--- config.mk ---
export PLATFORM = sky130hd
export DESIGN_NAME = embp_top
export DESIGN_NICKNAME = d
export VERILOG_FILES = /design/src/core/embp_pkg.sv /design/src/core/embp_top.sv
export SDC_FILE = /design/constraint.sdc
export NUM_CORES = 1
export LEC_CHECK = 0
export BUFFER_PORTS_ARGS = -buffer_cell sky130_fd_sc_hd__buf_2
export CAP_MARGIN = 20
export CORE_MARGIN = 3
export CORE_UTILIZATION = 31
export DETAILED_ROUTE_END_ITERATION = 6
export PLACE_DENSITY = 0.53
export RECOVER_POWER = 50
export SKIP_LAST_GASP = 1
export SLEW_MARGIN = 5
export SYNTH_ARGS = -nofsm -noshare
export SYNTH_HDL_FRONTEND = slang
export SYNTH_SLANG_ARGS = --single-unit
--- constraint.sdc ---
create_clock -name clock -period 8.2 [get_ports clock]
set_input_delay 1.64 -clock clock [delete_from_list [all_inputs] [get_ports clock]]
set_output_delay 1.64 -clock clock [all_outputs]
set_load 0.05 [all_outputs]
--- src/core/embp_pkg.sv ---
// constants and types for the external memory bus pin block
// assumes one 20 MHz clock and an AXI4-Lite register master
package embp_pkg;
   typedef enum logic [2:0] {M_SINGLE, M_DMX16, M_MUX16, M_MUX8, M_DMX8} embp_mode_e;
   typedef enum logic [1:0] {S_IDLE, S_ALE, S_HOLD, S_STB} embp_st_e;
   typedef struct packed {
      logic wr;
      logic [1:0] be;
      logic [15:0] addr;
      logic [15:0] data;
   } embp_cmd_s;
   localparam int CMD_W = $bits(embp_cmd_s);
   localparam int FIFO_D = 8;
   // register byte offsets
   localparam logic [7:0] A_CTRL = 8'h00;
   localparam logic [7:0] A_DIR_A = 8'h04;
   localparam logic [7:0] A_DIR_B = 8'h08;
   localparam logic [7:0] A_OUT_A = 8'h0C;
   localparam logic [7:0] A_OUT_B = 8'h10;
   localparam logic [7:0] A_PIN_A = 8'h14;
   localparam logic [7:0] A_PIN_B = 8'h18;
   localparam logic [7:0] A_ADDR = 8'h1C;
   localparam logic [7:0] A_WDATA = 8'h20;
   localparam logic [7:0] A_RDREQ = 8'h24;
   localparam logic [7:0] A_RDATA = 8'h28;
   localparam logic [7:0] A_STAT = 8'h2C;
   // field positions
   localparam int F_MODE = 0;
   localparam int F_LOWB = 3;
   localparam int F_RDYEN = 4;
   localparam int F_BE = 16;
   localparam int F_BUSY = 0;
   localparam int F_RDONE = 1;
   localparam int F_BOOT = 2;
   localparam int F_ADDRB = 3;
   // reset values
   localparam logic [15:0] DIR_RST = 16'h0000;
   localparam logic [15:0] OUT_RST = 16'h0000;
   localparam logic [1:0] BE_RST = 2'h3;
   // strobe phase length in cycles before ready is looked at
   localparam logic [2:0] STB_MIN = 3'h3;
   localparam logic [1:0] BOOT_CNT = 2'h3;
   localparam logic [1:0] OKAY = 2'h0;
   localparam logic [1:0] SLVERR = 2'h2;
endpackage

--- src/core/embp_top.sv ---
// external memory bus pins: command fifo, bus sequencer, port muxing
// assumes AXI4-Lite master on clock; pins pass two-flop synchronisers
//
// How it works
// - combined mode: strobe every write
// - low-byte mode: low-byte or 8-bit writes
// - ready high keeps adding waitstates
// - ale pulses in multiplexed modes
// - strap low boots external, high internal
// - per-pin direction bits when not bus
// - input pins leave driver off
// - port a: mux addr/data, demux data
// - port b: address, stays after mux
// - read strobe on every read
//
// Design decisions made here: the address map and the AXI4-Lite interface to the registers.
`timescale 1ns/1ns
module embp_fifo #(
   parameter int W = 8,
   parameter int D = 8
) (
   // clock and reset
   input wire logic clock,
   input wire logic rst_n,
   // fill side
   input wire logic in_valid,
   output logic in_ready,
   input wire logic [W-1:0] in_data,
   // drain side
   output logic out_valid,
   input wire logic out_ready,
   output logic [W-1:0] out_data
);
   localparam int AW = $clog2(D);
   typedef struct packed {
      logic [AW-1:0] wp;
      logic [AW-1:0] rp;
      logic [AW:0] n;
   } embp_fifo_s;
   embp_fifo_s q, d;
   logic [W-1:0] mem [D];
   logic push, pop;

   assign in_ready = q.n != (AW+1)'(D);
   assign out_valid = q.n != '0;
   assign out_data = mem[q.rp];

   always_comb
   begin
      d = q;
      push = in_valid && in_ready;
      pop = out_valid && out_ready;
      if (push)
         d.wp = (q.wp == AW'(D - 1)) ? '0 : AW'(q.wp + 1'b1);
      if (pop)
         d.rp = (q.rp == AW'(D - 1)) ? '0 : AW'(q.rp + 1'b1);
      if (push && !pop)
         d.n = (AW+1)'(q.n + 1'b1);
      else if (pop && !push)
         d.n = (AW+1)'(q.n - 1'b1);
   end

   // storage has no reset: out_data is only taken while the count is not zero
   always_ff @(posedge clock)
   begin
      if (push)
         mem[q.wp] <= in_data;
   end

   always_ff @(posedge clock)
   begin
      if (!rst_n)
         q <= '0;
      else
         q <= d;
   end
endmodule

module embp_top (
   // clock and reset
   input wire logic clock,
   input wire logic rst_n,
   // axi4-lite write
   input wire logic [31:0] awaddr,
   input wire logic awvalid,
   output logic awready,
   input wire logic [31:0] wdata,
   input wire logic [3:0] wstrb,
   input wire logic wvalid,
   output logic wready,
   output logic [1:0] bresp,
   output logic bvalid,
   input wire logic bready,
   // axi4-lite read
   input wire logic [31:0] araddr,
   input wire logic arvalid,
   output logic arready,
   output logic [31:0] rdata,
   output logic [1:0] rresp,
   output logic rvalid,
   input wire logic rready,
   // bus port a
   input wire logic [15:0] bus_port_a_in,
   output logic [15:0] bus_port_a_out,
   output logic [15:0] bus_port_a_oe,
   // bus port b
   input wire logic [15:0] bus_port_b_in,
   output logic [15:0] bus_port_b_out,
   output logic [15:0] bus_port_b_oe,
   // control pins
   output logic ale,
   output logic read_strobe_n,
   output logic write_strobe_low_byte_n,
   input wire logic ready_in,
   input wire logic external_access_strap,
   output logic boot_from_external
);
   typedef struct packed {
      logic awr;
      logic bv;
      logic [1:0] br;
      logic arr;
      logic rv;
      logic [1:0] rr;
      logic [31:0] rd;
      embp_pkg::embp_mode_e mode;
      logic lowb;
      logic rdyen;
      logic [15:0] dir_a;
      logic [15:0] dir_b;
      logic [15:0] out_a;
      logic [15:0] out_b;
      logic [15:0] addr;
      logic [1:0] be;
      logic [15:0] rdat;
      logic rdone;
      logic addrb;
      logic boot;
      logic [1:0] bcnt;
      embp_pkg::embp_st_e st;
      embp_pkg::embp_cmd_s cmd;
      logic [2:0] cnt;
      logic [15:0] a1;
      logic [15:0] a2;
      logic [15:0] b1;
      logic [15:0] b2;
      logic r1;
      logic r2;
      logic e1;
      logic e2;
      logic [15:0] pa_o;
      logic [15:0] pa_oe;
      logic [15:0] pb_o;
      logic [15:0] pb_oe;
      logic ale;
      logic rd_n;
      logic wr_n;
   } embp_state_s;

   embp_state_s q, d;
   logic push_v, push_r, f_v, f_r;
   embp_pkg::embp_cmd_s push_c, f_c;
   logic [15:0] bm, bus_o;
   logic bus_oe, hit;

   function automatic logic is_mux(embp_pkg::embp_mode_e m);
      return m == embp_pkg::M_MUX16 || m == embp_pkg::M_MUX8;
   endfunction

   function automatic logic is_dmx(embp_pkg::embp_mode_e m);
      return m == embp_pkg::M_DMX16 || m == embp_pkg::M_DMX8;
   endfunction

   function automatic logic [15:0] wmask(logic [15:0] old, logic [31:0] w, logic [3:0] s);
      return {s[1] ? w[15:8] : old[15:8], s[0] ? w[7:0] : old[7:0]};
   endfunction

   function automatic logic ok_addr(logic [31:0] a);
      return a[31:8] == 24'h000000 && a[1:0] == 2'h0 && a[7:0] <= embp_pkg::A_STAT;
   endfunction

   embp_fifo #(
      .W(embp_pkg::CMD_W),
      .D(embp_pkg::FIFO_D)
   ) u_fifo (
      .clock(clock),
      .rst_n(rst_n),
      .in_valid(push_v),
      .in_ready(push_r),
      .in_data(push_c),
      .out_valid(f_v),
      .out_ready(f_r),
      .out_data(f_c)
   );

   // sequencer takes a new command only when idle
   assign f_r = q.st == embp_pkg::S_IDLE;

   always_comb
   begin
      d = q;
      push_v = 1'b0;
      push_c = '0;
      // pins: only the second stage of each synchroniser is read
      d.a1 = bus_port_a_in;
      d.a2 = q.a1;
      d.b1 = bus_port_b_in;
      d.b2 = q.b1;
      d.r1 = ready_in;
      d.r2 = q.r1;
      d.e1 = external_access_strap;
      d.e2 = q.e1;
      // write channel: both halves are taken together
      d.awr = 1'b0;
      if (q.bv && bready)
         d.bv = 1'b0;
      hit = awaddr[7:0] == embp_pkg::A_WDATA || awaddr[7:0] == embp_pkg::A_RDREQ;
      // a full fifo stalls the bus write, never drops the command
      if (!q.awr && !q.bv && awvalid && wvalid && (push_r || !hit))
         d.awr = 1'b1;
      if (q.awr)
      begin
         d.bv = 1'b1;
         d.br = ok_addr(awaddr) ? embp_pkg::OKAY : embp_pkg::SLVERR;
         if (ok_addr(awaddr))
         begin
            case (awaddr[7:0])
               embp_pkg::A_CTRL:
               begin
                  if (wstrb[0])
                  begin
                     d.mode = embp_pkg::embp_mode_e'(wdata[embp_pkg::F_MODE +: 3]);
                     d.lowb = wdata[embp_pkg::F_LOWB];
                     d.rdyen = wdata[embp_pkg::F_RDYEN];
                  end
               end
               embp_pkg::A_DIR_A: d.dir_a = wmask(q.dir_a, wdata, wstrb);
               embp_pkg::A_DIR_B: d.dir_b = wmask(q.dir_b, wdata, wstrb);
               embp_pkg::A_OUT_A: d.out_a = wmask(q.out_a, wdata, wstrb);
               embp_pkg::A_OUT_B: d.out_b = wmask(q.out_b, wdata, wstrb);
               embp_pkg::A_ADDR:
               begin
                  d.addr = wmask(q.addr, wdata, wstrb);
                  if (wstrb[2])
                     d.be = wdata[embp_pkg::F_BE +: 2];
               end
               embp_pkg::A_WDATA:
               begin
                  push_v = 1'b1;
                  push_c = '{wr: 1'b1, be: q.be, addr: q.addr, data: wdata[15:0]};
               end
               embp_pkg::A_RDREQ:
               begin
                  push_v = 1'b1;
                  push_c = '{wr: 1'b0, be: q.be, addr: q.addr, data: 16'h0000};
               end
               default: ;
            endcase
         end
      end
      // read channel
      d.arr = 1'b0;
      if (q.rv && rready)
         d.rv = 1'b0;
      if (!q.arr && !q.rv && arvalid)
         d.arr = 1'b1;
      if (q.arr)
      begin
         d.rv = 1'b1;
         d.rd = 32'h00000000;
         d.rr = ok_addr(araddr) ? embp_pkg::OKAY : embp_pkg::SLVERR;
         if (ok_addr(araddr))
         begin
            case (araddr[7:0])
               embp_pkg::A_CTRL: d.rd[4:0] = {q.rdyen, q.lowb, q.mode};
               embp_pkg::A_DIR_A: d.rd[15:0] = q.dir_a;
               embp_pkg::A_DIR_B: d.rd[15:0] = q.dir_b;
               embp_pkg::A_OUT_A: d.rd[15:0] = q.out_a;
               embp_pkg::A_OUT_B: d.rd[15:0] = q.out_b;
               embp_pkg::A_PIN_A: d.rd[15:0] = q.a2;
               embp_pkg::A_PIN_B: d.rd[15:0] = q.b2;
               embp_pkg::A_ADDR: d.rd[17:0] = {q.be, q.addr};
               embp_pkg::A_RDATA:
               begin
                  d.rd[15:0] = q.rdat;
                  d.rdone = 1'b0;
               end
               embp_pkg::A_STAT:
               begin
                  d.rd[embp_pkg::F_BUSY] = q.st != embp_pkg::S_IDLE || f_v;
                  d.rd[embp_pkg::F_RDONE] = q.rdone;
                  d.rd[embp_pkg::F_BOOT] = q.boot;
                  d.rd[embp_pkg::F_ADDRB] = q.addrb;
               end
               default: ;
            endcase
         end
      end
      // bus sequencer
      case (q.st)
         embp_pkg::S_IDLE:
         begin
            if (f_v)
            begin
               d.cmd = f_c;
               d.st = embp_pkg::S_ALE;
            end
         end
         embp_pkg::S_ALE: d.st = embp_pkg::S_HOLD;
         embp_pkg::S_HOLD:
         begin
            d.st = embp_pkg::S_STB;
            d.cnt = embp_pkg::STB_MIN;
         end
         embp_pkg::S_STB:
         begin
            // minimum length lets the synchronised data settle
            if (q.cnt != 3'h0)
               d.cnt = 3'(q.cnt - 3'h1);
            else if (!(q.rdyen && q.r2))
            begin
               d.st = embp_pkg::S_IDLE;
               if (!q.cmd.wr)
               begin
                  d.rdat = (q.mode == embp_pkg::M_MUX8 || q.mode == embp_pkg::M_DMX8)
                     ? {8'h00, q.a2[7:0]} : q.a2;
                  d.rdone = 1'b1;
               end
            end
         end
         default: d.st = embp_pkg::S_IDLE;
      endcase
      // a demux mode claims port b until single-chip mode returns
      d.addrb = is_dmx(d.mode) || (q.addrb && is_mux(d.mode));
      // strap is caught over the cycles after release
      if (q.bcnt != embp_pkg::BOOT_CNT)
      begin
         d.bcnt = 2'(q.bcnt + 2'h1);
         d.boot = !q.e2;
      end
      // pin values follow the next state so they agree with it
      d.ale = d.st == embp_pkg::S_ALE && is_mux(d.mode);
      d.rd_n = !(d.st == embp_pkg::S_STB && !d.cmd.wr);
      d.wr_n = !(d.st == embp_pkg::S_STB && d.cmd.wr
         && (!d.lowb
         || d.mode == embp_pkg::M_MUX8 || d.mode == embp_pkg::M_DMX8 || d.cmd.be[0]));
      case (d.mode)
         embp_pkg::M_DMX16, embp_pkg::M_MUX16: bm = 16'hFFFF;
         embp_pkg::M_DMX8, embp_pkg::M_MUX8: bm = 16'h00FF;
         default: bm = 16'h0000;
      endcase
      // address on the shared lines through ale and its hold cycle
      if (is_mux(d.mode) && (d.st == embp_pkg::S_ALE || d.st == embp_pkg::S_HOLD))
      begin
         bus_o = d.cmd.addr;
         bus_oe = 1'b1;
      end
      else
      begin
         bus_o = d.cmd.data;
         bus_oe = d.st == embp_pkg::S_STB && d.cmd.wr;
      end
      d.pa_o = (bm & bus_o) | (~bm & d.out_a);
      d.pa_oe = (bm & {16{bus_oe}}) | (~bm & d.dir_a);
      d.pb_o = d.addrb ? d.cmd.addr : d.out_b;
      d.pb_oe = d.addrb ? 16'hFFFF : d.dir_b;
   end

   always_ff @(posedge clock)
   begin
      if (!rst_n)
      begin
         q <= '0;
         q.mode <= embp_pkg::M_SINGLE;
         q.st <= embp_pkg::S_IDLE;
         q.dir_a <= embp_pkg::DIR_RST;
         q.dir_b <= embp_pkg::DIR_RST;
         q.out_a <= embp_pkg::OUT_RST;
         q.out_b <= embp_pkg::OUT_RST;
         q.be <= embp_pkg::BE_RST;
         q.rd_n <= 1'b1;
         q.wr_n <= 1'b1;
      end
      else
         q <= d;
   end

   assign awready = q.awr;
   assign wready = q.awr;
   assign bvalid = q.bv;
   assign bresp = q.br;
   assign arready = q.arr;
   assign rvalid = q.rv;
   assign rresp = q.rr;
   assign rdata = q.rd;
   assign bus_port_a_out = q.pa_o;
   assign bus_port_a_oe = q.pa_oe;
   assign bus_port_b_out = q.pb_o;
   assign bus_port_b_oe = q.pb_oe;
   assign ale = q.ale;
   assign read_strobe_n = q.rd_n;
   assign write_strobe_low_byte_n = q.wr_n;
   assign boot_from_external = q.boot;
endmodule

* Yosys cells after proc, flatten, opt, wreduce, memory -nomap -nowiden
Memory sizes are Yosys's and may differ from the RTL's. A register that Yosys moved wholly into a read port is not among the register bits. Cells that the tools add are included.
Storage, ports and cells: register bits after elaboration 319, RAM bits 280, bits of input ports 141, output and inout port bits 109, word-level logic and storage cells 236, memories kept 1
Operators by class: $add $sub $neg 6, order comparisons 2, equal/unequal tests 33, muxes and demuxes 67, bitwise gates (word level) 10, reductions and logical operators 70
Memory list:
- u_fifo.mem | depth 8, width 35, read ports 1, clocked after Yosys merged registers in 1, wr ports 1, line embp_top.sv:41 | logic [W-1:0] mem [D];
Operators with widths (number):
- two-way mux 87 bit | 2
- two-way mux 35 bit | 4
- two-way mux 16 bit | 8
- case mux 11 bit (8 select lines) | 1
- two-way mux 8 bit | 10
- case mux 35 bit (2 select lines) | 1
- bitwise AND 16 bit | 4
- equality test 8 x 5 -> 1 bit, second input constant | 6
- zero test 24 bit | 2
- case mux 4 bit (10 select lines) | 1
- two-way mux 37 bit | 1
- two-way mux 18 bit | 2
- equality test 8 x 4 -> 1 bit, second input constant | 4
- equality test 8 x 6 -> 1 bit, second input constant | 4
- bitwise OR 16 bit | 2
- case mux 16 bit (2 select lines) | 1
- logical AND 1 bit | 23
- AND reduction 4 bit | 5
- two-way mux 3 bit | 6
- two-way mux 1 bit | 17
- equality test 8 x 3 -> 1 bit, second input constant | 2
- less-or-equal comparator 8 x 6 -> 1 bit, second input constant | 2
- zero test 8 bit | 2
- NOT 16 bit | 1
- other kinds (27) | 77

* Longest topological paths before layout
Gate-level depths: netlist of run 1.
depth in word-level cells 11, gate-level depth with buffers 13, depth with buffers taken out 13

* Modules after synthesis
From an unflattened synthesis of run 1, not the netlist that was laid out.
Second synthesis, totals: cells, all modules 1699, area total of the unflattened synthesis 23727.8 um^2
Modules (own cells, without submodules):
- embp_top | instances 1, cells each 1219, area an instance 12275.5 um^2, sequential area each 6125.9 um^2
- embp_fifo | instances 1, cells each 480, area an instance 11452.2 um^2, sequential area each 8668.3 um^2

* Worst setup path after synthesis of run 1
No wires, ideal clock.
kind input -> register, from in awaddr[12], to mem u_fifo.mem[0][0] in the netlist's numbering, enable pin, setup time 0.511 ns, arrival time 6.196 ns, data required time 7.689 ns, setup slack 1.493 ns, stages on the path 5, buffers on the path 0, cell sequence nor4_1 > nand4_1 > nor4_2 > nand2_1 > nor4_1
Between the ends: word-level cells in the longest chain between the ends 8
Ends and longest elaborated chain:
- from (decl) | line embp_top.sv:84 | input wire logic [31:0] awaddr,
- zero test 24 bit | line embp_top.sv:179 | return a[31:8] == 24'h000000 && a[1:0] == 2'h0 && a[7:0] <= embp_pkg::A_STAT;
- logical AND 1 bit (2 in a row) | line embp_top.sv:179
- two-way mux 1 bit | line embp_top.sv:225 | if (ok_addr(awaddr))
- two-way mux 1 bit | line embp_top.sv:221 | if (q.awr)
- logical AND 1 bit | line embp_top.sv:51 | push = in_valid && in_ready;
- two-way mux 1 bit | line embp_top.sv:66 | if (push)
- two-way mux 1 bit (not written as such) | line embp_top.sv:67 | mem[q.wp] <= in_data;
- to (decl) | line embp_top.sv:41
Every way passes these cells.

==> results of run 1 <==
[metal layers]
metal	vias up	GRT usage [%]	wire length (um)
met5	-	0	0
met3	126	3.58	4130
met1	7463	21.1	27800
met2	514	28.0	32500
met4	0	6.11	2200
li1	6802	-	-
[worst max-delay path, cell delays in order]
cell and delay [ns]:
buf_2 0.07, clkbuf_1 2.15, inv_6 0.73, buf_4 0.52
nor2_1 0.13, clkbuf_1 0.87, nand2_1 0.14, o21ai_0 0.11
[path summary, 6_finish.rpt]
check / endpoint / slack (ns)
worst max-delay path: rdata[2]$_SDFFE_PN0P_ / 2.32
worst max register to register: bus_port_a_oe[15]$_SDFF_PN0_ / 4.09
worst min register to register: q[78]$_SDFF_PN0_ / 0.43
worst min-delay path: q[78]$_SDFF_PN0_ / 0.43
[registers in the layout (all words and copies together) (netlist names), 10 cells and up, named ones only]
| signal | cells |
|---|---|
| bus_port_a_oe | 16 |
| bus_port_a_out | 16 |
| bus_port_b_oe | 16 |
| bus_port_b_out | 16 |
| d | 34 |
| q | 180 |
| rdata | 18 |
| u_fifo.mem | 272 |
| u_fifo.q | 10 |
[per-stage QoR]
stage / cells / power [mW]
after global placement: 2851 / 3.91
after global routing: 2969 / 6.90
final: 2969 / 6.64
after CTS: 2968 / 6.72
after detailed placement: 2852 / 3.92
after floorplan: 1838 / 3.71
[report_power, final]
group | leakage, nW | switching, mW | total, mW | internal, mW
clock | 1.01 | 1.15 | 2.79 | 1.64
combinational | 3.47 | 0.422 | 0.645 | 0.224
sequential | 5.15 | 0.0783 | 3.21 | 3.13
[layout make-up]
cell class / instances / area [sq um] / area share (%)
Antenna cell: 1 / 2.50 / 0.00940
Clock buffer: 99 / 1940 / 7.28
Clock inverter: 17 / 106 / 0.399
Inverter: 12 / 50.0 / 0.188
Multi-Input combinational cell: 1035 / 7540 / 28.3
Sequential cell: 591 / 14600 / 54.7
Tap cell: 959 / 1200 / 4.51
Timing Repair Buffer: 255 / 1230 / 4.63
[cells by family (layout without fill, tap and decap cells)]
| kind of cell | Yosys count | after routing | share of synthesized area, % |
|---|---|---|---|
| XOR/XNOR | 10 | 10 | 0.378 |
| AND/OR/NAND/NOR | 535 | 535 | 11.3 |
| other | 1 | 17 | 0.0162 |
| flip-flops | 591 | 591 | 62.8 |
| AO/OA/AOI/OAI | 255 | 255 | 6.93 |
| adder cells (fa/ha/maj) | 13 | 13 | 0.735 |
| buffers and inverters | 212 | 383 | 5.17 |
| multiplexers | 206 | 206 | 12.7 |
[cell usage in the layout, fill, tap and decap left out, drive strengths merged, types with 15 or more instances in the layout]
master	count
a21oi	143
a222oi	21
a22oi	16
and2	104
buf	156
clkbuf	198
conb	16
dfxtp	319
edfxtp	272
inv	15
mux2	19
mux2i	119
mux4	68
nand2	88
nand3	29
nand4	17
nor2	218
nor3	23
nor4	18
o21ai	20
o31a	16
==> flow_summary_export.csv, run 1 <==
group,metric,value,unit
drt,drc,0,
run_status,violations,"capacitance limit, slew limit",
global_routing,grt_overflow,0,
floorplan,die_area,78000,sq um
drt,wl_per_cell,22.5,um
synthesis,ys_top_cells_by_count,"319 x dfxtp_1, 272 x edfxtp_1, 218 x nor2_1",
timing,fin_skew,0.0299,ns
clock_tree,clkTransAtPathRegs,0.06,ns
placed_design,place_area,24700,sq um
hold_path,hp-class,"reg -> reg",
clock_tree,cts_made_buffers,66,
synthesis,synth-main-ff-cell,"dfxtp_1",
drt,drt-pass1-iter-count,6,
synthesis,yosys.area.top_type,"edfxtp_1",
floorplan,start_util,31.5,%
synthesis,synth.top_cell.area_share,35.3,%
job,cap_violations,2,
drt,drt_iter0_markers,1265,
synthesis,yosysMostFrequentCell,"dfxtp_1",
timing,fin_crit_sh,71.7,%
timing,fmax,170,MHz
layout,final_layout_size_suffix_gt1_share,17.8,%
clock_tree,cts_tree,"yes",
worst_setup_path,arrival,6.40,ns
floorplan,row_count,99,
global_routing,grt_util_all_layers,16.7,%
global_routing,antenna_found_initial,2,
drt,ant_nets,0,
clock_tree,clk_latency,0.59,ns
worst_setup_path,cp.required,8.72,ns
clock_tree,root_buffer,"clkbuf_16",
power_and_ir_drop,vdd_ir_drop_max,152,uV
synthesis,async_flop_share,0,%
synthesis,ys_seq_area_share,62.8,%
timing,holdWs,0.431,ns
power_and_ir_drop,powerDensity,249,nW/um^2
timing,hold_violations,0,
worst_setup_path,critPathMaxFanout,78,
floorplan,die_x,279,um
global_routing,grt_max_degree,79,
layout,fin_area,26600,sq um
worst_setup_path,endpoint_kind,"flop",
drt,vias,14900,
timing,setup_ws,2.32,ns
global_routing,grt_pass1_vias,15200,
floorplan,core_area,73500,sq um
timing,tns,0,ns
placed_design,pre_cts_slack,2.96,ns
drt,vias_per_cell,5.02,
synthesis,netlist_area,23200,sq um
synthesis,synth_edf_count,272,
floorplan,die_height,279,um
hold_path,holdPathStages,1,
timing,min_period,5.88,ns
synthesis,synth_warnings,0,
clock_tree,htree_levels,3,
layout,area_growth,15.0,%
clock_tree,cts.sinks,591,
floorplan,pin_count,250,
synthesis,synth_area_leaders,"edfxtp_1 35%, dfxtp_1 28%, mux4_2 6.6%",
worst_setup_path,worst_r2r_path_depth,7,
layout,num-nets-final,2115,
worst_setup_path,rr_startpoint,"u_fifo.q[0]$_SDFFE_PN0P_",
clock_tree,postCtsSetupBuffers,0,
synthesis,ys_types,60,
global_routing,grt_pass1_wl,96400,um
synthesis,synth_area_per_cell,12.7,sq um
run_status,status,"finished, violations left",
synthesis,ys_ff_latch,591,
power_and_ir_drop,p_leak,9.63,nW
placed_design,io_buffers,218,
clock_tree,cts_resized,0,
worst_setup_path,critical_path_class,"in -> reg",
placed_design,globalplace.congestion,0.833,
timing,drv_slew,104,
timing,rsz0062_at_grt,"false",
timing,setup_viol,0,
worst_setup_path,startpoint,"rst_n",
drt,wl,66700,um
layout,nFillCells,7196,
layout,fin_util,36.3,%
timing,slew_headroom,-104,%
placed_design,dp_hpwl,44100,um
synthesis,syn_inst,1823,
clock_tree,clock_path_buffers,3,
worst_setup_path,worstSetupStartpointType,"input pin",
clock_tree,cts_hold_buf,0,
hold_path,hp-start,"d[78]$_SDFF_PN0_",
timing,worst_slew_pin_slew,3.06,ns
Note: power is estimated with default switching activity, not from simulation.
==> inputs of run 2 (changes only) <==
--- a/config.mk
+++ b/config.mk
@@ -5,12 +5,13 @@
 export SDC_FILE = /design/constraint.sdc
 export NUM_CORES = 1
 export LEC_CHECK = 0
+export ABC_AREA = 1
 export BUFFER_PORTS_ARGS = -buffer_cell sky130_fd_sc_hd__buf_2
 export CAP_MARGIN = 20
 export CORE_MARGIN = 3
 export CORE_UTILIZATION = 31
 export DETAILED_ROUTE_END_ITERATION = 6
-export PLACE_DENSITY = 0.53
+export PLACE_DENSITY = 0.52
 export RECOVER_POWER = 50
 export SKIP_LAST_GASP = 1
 export SLEW_MARGIN = 5
==> constraint.sdc (replaced) <==
create_clock -name clock -period 5.6 [get_ports clock]
set_input_delay 1.12 -clock clock [delete_from_list [all_inputs] [get_ports clock]]
set_output_delay 1.12 -clock clock [all_outputs]
set_load 0.05 [all_outputs]
==> flow_summary_export.csv, run 2 <==
group,metric,value,unit
drt,drc,0,
run_status,status,"finished, violations left",
clock_tree,clock_path_buffers,3,
floorplan,row_count,102,
global_routing,grt_max_degree,83,
placed_design,pre_cts_slack,1.28,ns
drt,ant_nets,0,
worst_setup_path,cpLargestDelayFamily,"simple AND/OR/NAND/NOR gates",
timing,min_period,4.22,ns
synthesis,ys_seq_area_share,59.0,%
drt,wl_per_cell,19.8,um
synthesis,synth_edf_count,272,
timing,fin_skew,0.0232,ns
global_routing,antenna_found_initial,6,
floorplan,start_util,31.6,%
timing,slew_headroom,-50.5,%
timing,fmax,237,MHz
synthesis,yosys.area.top_type,"edfxtp_1",
placed_design,globalplace.congestion,0.927,
clock_tree,clk_latency,0.63,ns
power_and_ir_drop,power_frac_seq,44.1,%
layout,num-nets-final,2884,
worst_setup_path,critPathMaxStageDelay,0.61,ns
worst_setup_path,startpoint,"awaddr[7]",
synthesis,synth_area_leaders,"edfxtp_1 33%, dfxtp_1 26%, nand2_1 6.5%",
layout,top_register,"u_fifo.mem",
worst_setup_path,rr_startpoint,"u_fifo.q[0]$_SDFFE_PN0P_",
layout,area_growth,12.7,%
global_routing,grt_pass1_wl,110000,um
timing,tns,0,ns
power_and_ir_drop,clkPwrFrac,35.1,%
job,cap_violations,3,
synthesis,ys_ff_latch,591,
synthesis,syn_inst,2629,
timing,fin_crit_sh,75.4,%
floorplan,die_area,82900,sq um
synthesis,synth_warnings,0,
power_and_ir_drop,switching_share,31.4,%
placed_design,io_buffers,218,
timing,hold_violations,0,
timing,worst_slew_pin_slew,2.26,ns
drt,vias_per_cell,4.78,
global_routing,grt_util_all_layers,17.8,%
worst_setup_path,cp.required,5.85,ns
global_routing,grt_overflow,0,
worst_setup_path,worst_path_max_delay_cell,"buf_4",
drt,vias,18200,
synthesis,async_flop_share,0,%
layout,final_layout_size_suffix_gt1_share,9.95,%
placed_design,place_area,26100,sq um
clock_tree,cts_resized,0,
run_status,violations,"capacitance limit, slew limit",
synthesis,ys_top_cells_by_count,"426 x nand2_1, 368 x inv_1, 319 x dfxtp_1",
synthesis,synth_area_per_cell,9.38,sq um
clock_tree,htree_levels,2,
layout,layout_common_cells,"429 x nand2_1, 373 x inv_1, 317 x dfxtp_1",
worst_setup_path,critical_path_class,"in -> reg",
synthesis,yosysMostFrequentCell,"nand2_1",
timing,setup_ws,1.38,ns
worst_setup_path,crit_path_cell_trace,"buf_2 -> nor2_1 -> clkinv_1 -> nor2_2 -> nand2_1 -> nor2_8 -> nand2_1 -> nor2_2 -> inv_1 -> nor2_1 -> inv_1 -> nor2_2 -> inv_2 -> nor3_1 -> buf_4",
synthesis,netlist_area,24600,sq um
worst_setup_path,worstSetupStartpointType,"input pin",
global_routing,grt_pass1_vias,17100,
power_and_ir_drop,power.switching,3.44,mW
clock_tree,cts_made_buffers,59,
placed_design,placedCellCount,3709,
synthesis,synth-main-ff-cell,"dfxtp_1",
power_and_ir_drop,combPwrFrac,20.8,%
power_and_ir_drop,intPower,7.50,mW
timing,drv_slew,116,
clock_tree,postCtsSetupBuffers,0,
clock_tree,root_buffer,"clkbuf_16",
power_and_ir_drop,vdd_ir_drop_max,250,uV
drt,wl,75400,um
floorplan,pin_count,250,
synthesis,synth.top_cell.area_share,33.1,%
layout,multi_input_area,7410,sq um
floorplan,die_x,288,um
worst_setup_path,path_common_cell,"nor2_2",
synthesis,ys_types,51,
layout,fin_area,27800,sq um
layout,nFillCells,8073,
clock_tree,clkTransAtPathRegs,0.06,ns
layout,regArea,14600,sq um
worst_setup_path,crit_buf_inv,6,
layout,final_common_cell,"nand2_1",
power_and_ir_drop,p_leak,10.8,nW
hold_path,hp-class,"reg -> reg",
timing,setup_viol,0,
clock_tree,cts_hold_buf,0,
drt,drt-pass1-iter-count,5,
clock_tree,cts.sinks,591,
worst_setup_path,endpoint_kind,"flop",
power_and_ir_drop,powerDensity,394,nW/um^2
floorplan,core_area,78100,sq um
floorplan,die_height,288,um
clock_tree,cts_tree,"yes",
timing,rsz0062_at_grt,"false",
worst_setup_path,arrival,4.47,ns
placed_design,dp_hpwl,51600,um
layout,layout.cells.non_filler,3817,
worst_setup_path,critPathMaxFanout,32,
layout,largest_reg_flops,272,
hold_path,hp-start,"q[67]$_SDFF_PN0_",
drt,drt_iter0_markers,1694,
-- run 2: changes by cell type in the layout (fill, tap and decap cells not counted), moves of 20 or more --
cell,delta
and2_0,-61
and2_1,-43
inv_1,+362
mux2i_1,-51
o211ai_1,+67
mux4_2,-68
nand2_1,+341
nand4_1,+29
o21ai_0,+222
nand3_1,+56
o22ai_1,+20
a222oi_1,-21
-- run 2: area by class of cell --
cell class	instances	share of cell area (%)
Antenna cell	2	0.0180
Timing Repair Buffer	244	4.27
Clock inverter	32	0.703
Tap cell	1040	4.69
Inverter	385	5.23
Sequential cell	591	52.4
Multi-Input combinational cell	1449	26.7
Clock buffer	74	6.01
-- run 2: routing by layer --
| layer | up-vias | part of all wire, % | track usage, % |
|---|---|---|---|
| met1 | 8606 | 44 | 24.7 |
| met2 | 690 | 45 | 27.8 |
| met4 | 2 | 4.0 | 7.03 |
| met5 | - | 0.0093 | 0 |
| li1 | 8802 | - | - |
| met3 | 138 | 6.8 | 2.62 |
-- run 2: path summary, 6_finish.rpt --
kind         cells after the start  slack [ns]                         endpoint
max reg2reg                     13        1.51    bus_port_a_out[14]$_SDFF_PN0_
min                              1        0.41  boot_from_external$_SDFFE_PN0P_
max                             15        1.38       u_fifo.mem[5][4]$_DFFE_PP_
min reg2reg                      1        0.41  boot_from_external$_SDFFE_PN0P_
-- run 2: cells by family after synthesis --
group / share of synthesized area [%]
mux: 2.64
fa+ha+maj: 0.690
xor+xnor: 0.0711
compound gates: 11.3
other cells: 0.0152
buf+inv: 11.1
simple gates: 15.1
flops: 59.0
-- run 2: worst register-to-register path: stages, from the launching register on --
cell and delay (ns):
dfxtp_1 0.43, nor2_1 0.08, nand3_1 0.12, nand2_1 0.07
buf_4 0.23, inv_1 0.45, clkbuf_1 1.30, buf_4 0.50
o211ai_1 0.17, nand2_1 0.12, nand2_1 0.07, nand2_1 0.11
nor2_1 0.04, nor2_1 0.27
-- run 2: power by group through the flow --
stage               Sequential, mW  Combinational (mW)  Clock (mW)
floorplan                     4.82                1.59           0
global placement              4.92                2.30           0
detailed placement            4.92                2.30           0
CTS                           4.83                2.31        3.92
global route                  4.85                2.55        4.09
finish                        4.82                2.27        3.85
-- run 2: metrics by stage --
step | hold WS (ns) | utilization (%) | power, mW
finish | 0.408 | 35.6 | 10.9
CTS | 0.409 | 35.8 | 11.1
floorplan | 0.387 | - | 6.41
global route | 0.429 | 35.6 | 11.5
global placement | 0.396 | 33.4 | 7.22
detailed placement | 0.397 | 33.4 | 7.23
==> inputs of run 3 (changes only) <==
==> constraint.sdc (replaced) <==
create_clock -name clock -period 4.2 [get_ports clock]
set_input_delay 0.84 -clock clock [delete_from_list [all_inputs] [get_ports clock]]
set_output_delay 0.84 -clock clock [all_outputs]
set_load 0.05 [all_outputs]
==> flow_summary_export.csv, run 3 (synthesized netlist as in run 2, its figures left out) <==
group,metric,value,unit
run_status,status,"finished clean",
timing,fin_skew,0.0327,ns
placed_design,globalplace.congestion,0.901,
drt,drt_iter0_markers,1767,
worst_setup_path,critical_path_class,"in -> reg",
global_routing,grt_max_degree,135,
timing,hold_violations,0,
timing,holdWs,0.401,ns
worst_setup_path,reg2reg_to,"bus_port_a_oe[15]$_SDFF_PN0_",
global_routing,grt_pass1_vias,17100,
floorplan,pin_count,250,
layout,layout_common_cells,"426 x nand2_1, 372 x inv_1, 316 x dfxtp_1",
clock_tree,cts_tree,"yes",
drt,vias,18200,
floorplan,core_area,78100,sq um
global_routing,grt_pass1_wl,111000,um
global_routing,grt_overflow,0,
worst_setup_path,cp-endpoint,"arready$_SDFF_PN0_",
worst_setup_path,regToRegSetupSlack,0.93,ns
timing,slew_headroom,11.2,%
drt,drc,0,
layout,final_common_cell,"nand2_1",
floorplan,die_x,288,um
layout,final_layout_size_suffix_gt1_share,11.2,%
timing,rsz0062_at_grt,"false",
worst_setup_path,startpoint,"rst_n",
worst_setup_path,path_common_cell,"clkbuf_1",
worst_setup_path,crit_path_cell_trace,"clkbuf_1 -> clkinvlp_2 -> nor2_1 -> clkbuf_1 -> and3b_1",
worst_setup_path,cp.required,4.75,ns
timing,fin_crit_sh,81.0,%
clock_tree,cts_hold_buf,0,
clock_tree,htree_levels,3,
clock_tree,cts_resized,0,
worst_setup_path,worst_r2r_path_depth,9,
drt,ant_nets,0,
hold_path,hp-class,"reg -> reg",
layout,num-nets-final,2914,
drt,wl,76200,um
clock_tree,clkTransAtPathRegs,0.06,ns
global_routing,antenna_found_initial,6,
drt,drt-pass1-iter-count,7,
placed_design,io_buffers,218,
timing,setup_viol,0,
clock_tree,cts_made_buffers,67,
floorplan,row_count,102,
timing,worst_slew_pin_slew,1.32,ns
clock_tree,clock_path_buffers,3,
timing,min_period,3.40,ns
layout,nFillCells,7940,
global_routing,grt_util_all_layers,18.1,%
placed_design,place_area,26400,sq um
layout,largest_reg_flops,272,
clock_tree,clk_latency,0.62,ns
timing,drv_slew,0,
drt,wl_per_cell,19.8,um
layout,top_register,"u_fifo.mem",
floorplan,die_height,288,um
power_and_ir_drop,vdd_ir_drop_max,257,uV
layout,area_growth,14.8,%
floorplan,die_area,82900,sq um
worst_setup_path,critPathMaxFanout,24,
worst_setup_path,worst_path_max_delay_cell,"clkinvlp_2",
clock_tree,postCtsSetupBuffers,0,
power_and_ir_drop,p_leak,11.1,nW
clock_tree,cts.sinks,591,
worst_setup_path,endpoint_kind,"flop",
worst_setup_path,critPathMaxStageDelay,1.15,ns
timing,tns,0,ns
placed_design,dp_hpwl,53700,um
floorplan,start_util,31.6,%
timing,fmax,294,MHz
power_and_ir_drop,powerDensity,543,nW/um^2
clock_tree,root_buffer,"clkbuf_16",
drt,vias_per_cell,4.72,
worst_setup_path,arrival,3.96,ns
job,cap_violations,0,
worst_setup_path,worstSetupStartpointType,"input pin",
layout,fin_area,28300,sq um
[run 3: cell count changes in the layout (fill, tap and decap cells not counted), sizes merged]
cell	change
clkinvlp	-2
diode	-1
clkbuf	+23
clkinv	-4
buf	+16
bufinv	+2
inv	+1
[run 3: metal layers]
metal	up-vias	GRT usage (%)	part of all wire, %
met5	-	0	0.060
met3	125	3.28	6.5
li1	8863	-	-
met2	634	29.2	46
met4	8	5.27	2.8
met1	8549	24.7	44
[run 3: where the power goes]
group          leakage (nW)  switching, mW  internal [mW]  total, mW
Clock                  1.06           2.36           3.37       5.73
Sequential             4.81          0.150           6.21       6.36
Combinational          5.19           2.27           1.00       3.27
Total                  11.1           4.79           10.6       15.4
[run 3: area by class of cell]
cell class / instances / area [sq um] / share of cell area [%]
clock buffer: 91 / 1900 / 6.71
multi-input combinational: 1449 / 7390 / 26.1
clock inverter: 29 / 256 / 0.907
timing repair buffer: 266 / 1430 / 5.06
antenna: 1 / 2.50 / 0.00885
inverter: 385 / 1450 / 5.13
sequential: 591 / 14600 / 51.5
tap: 1040 / 1300 / 4.60
[run 3: how the worst min path moves through the flow]
stage	start	to	slack, ns	depth (start not counted)
after floorplan	q[67]$_SDFF_PN0_	boot_from_external$_SDFFE_PN0P_	0.39	1
after global placement	d[118]$_SDFF_PN0_	q[118]$_SDFF_PN0_	0.40	2
after detailed placement	d[85]$_SDFF_PN0_	q[85]$_SDFF_PN0_	0.39	2
after CTS	bus_port_a_in[1]	d[104]$_SDFF_PN0_	0.37	3
after global routing	bus_port_b_in[0]	d[71]$_SDFF_PN0_	0.40	3
final	d[107]$_SDFF_PN0_	q[107]$_SDFF_PN0_	0.40	2
[run 3: through the flow]
step	std cells	total power [mW]	worst slack, ns	utilization, %
2_1_floorplan	2644	8.54	-0.676	-
3_3_place_gp	3731	9.82	0.529	33.8
3_5_place_dp	3731	9.83	0.540	33.8
4_1_cts	3851	15.6	1.16	36.5
5_1_grt	3851	16.1	0.489	36.2
6_report	3852	15.4	0.796	36.2
[run 3: worst max-delay path, delay by kind of cell]
family / cells / cell delay, ns
simple gates: 2 / 0.94
buf+inv: 3 / 2.14
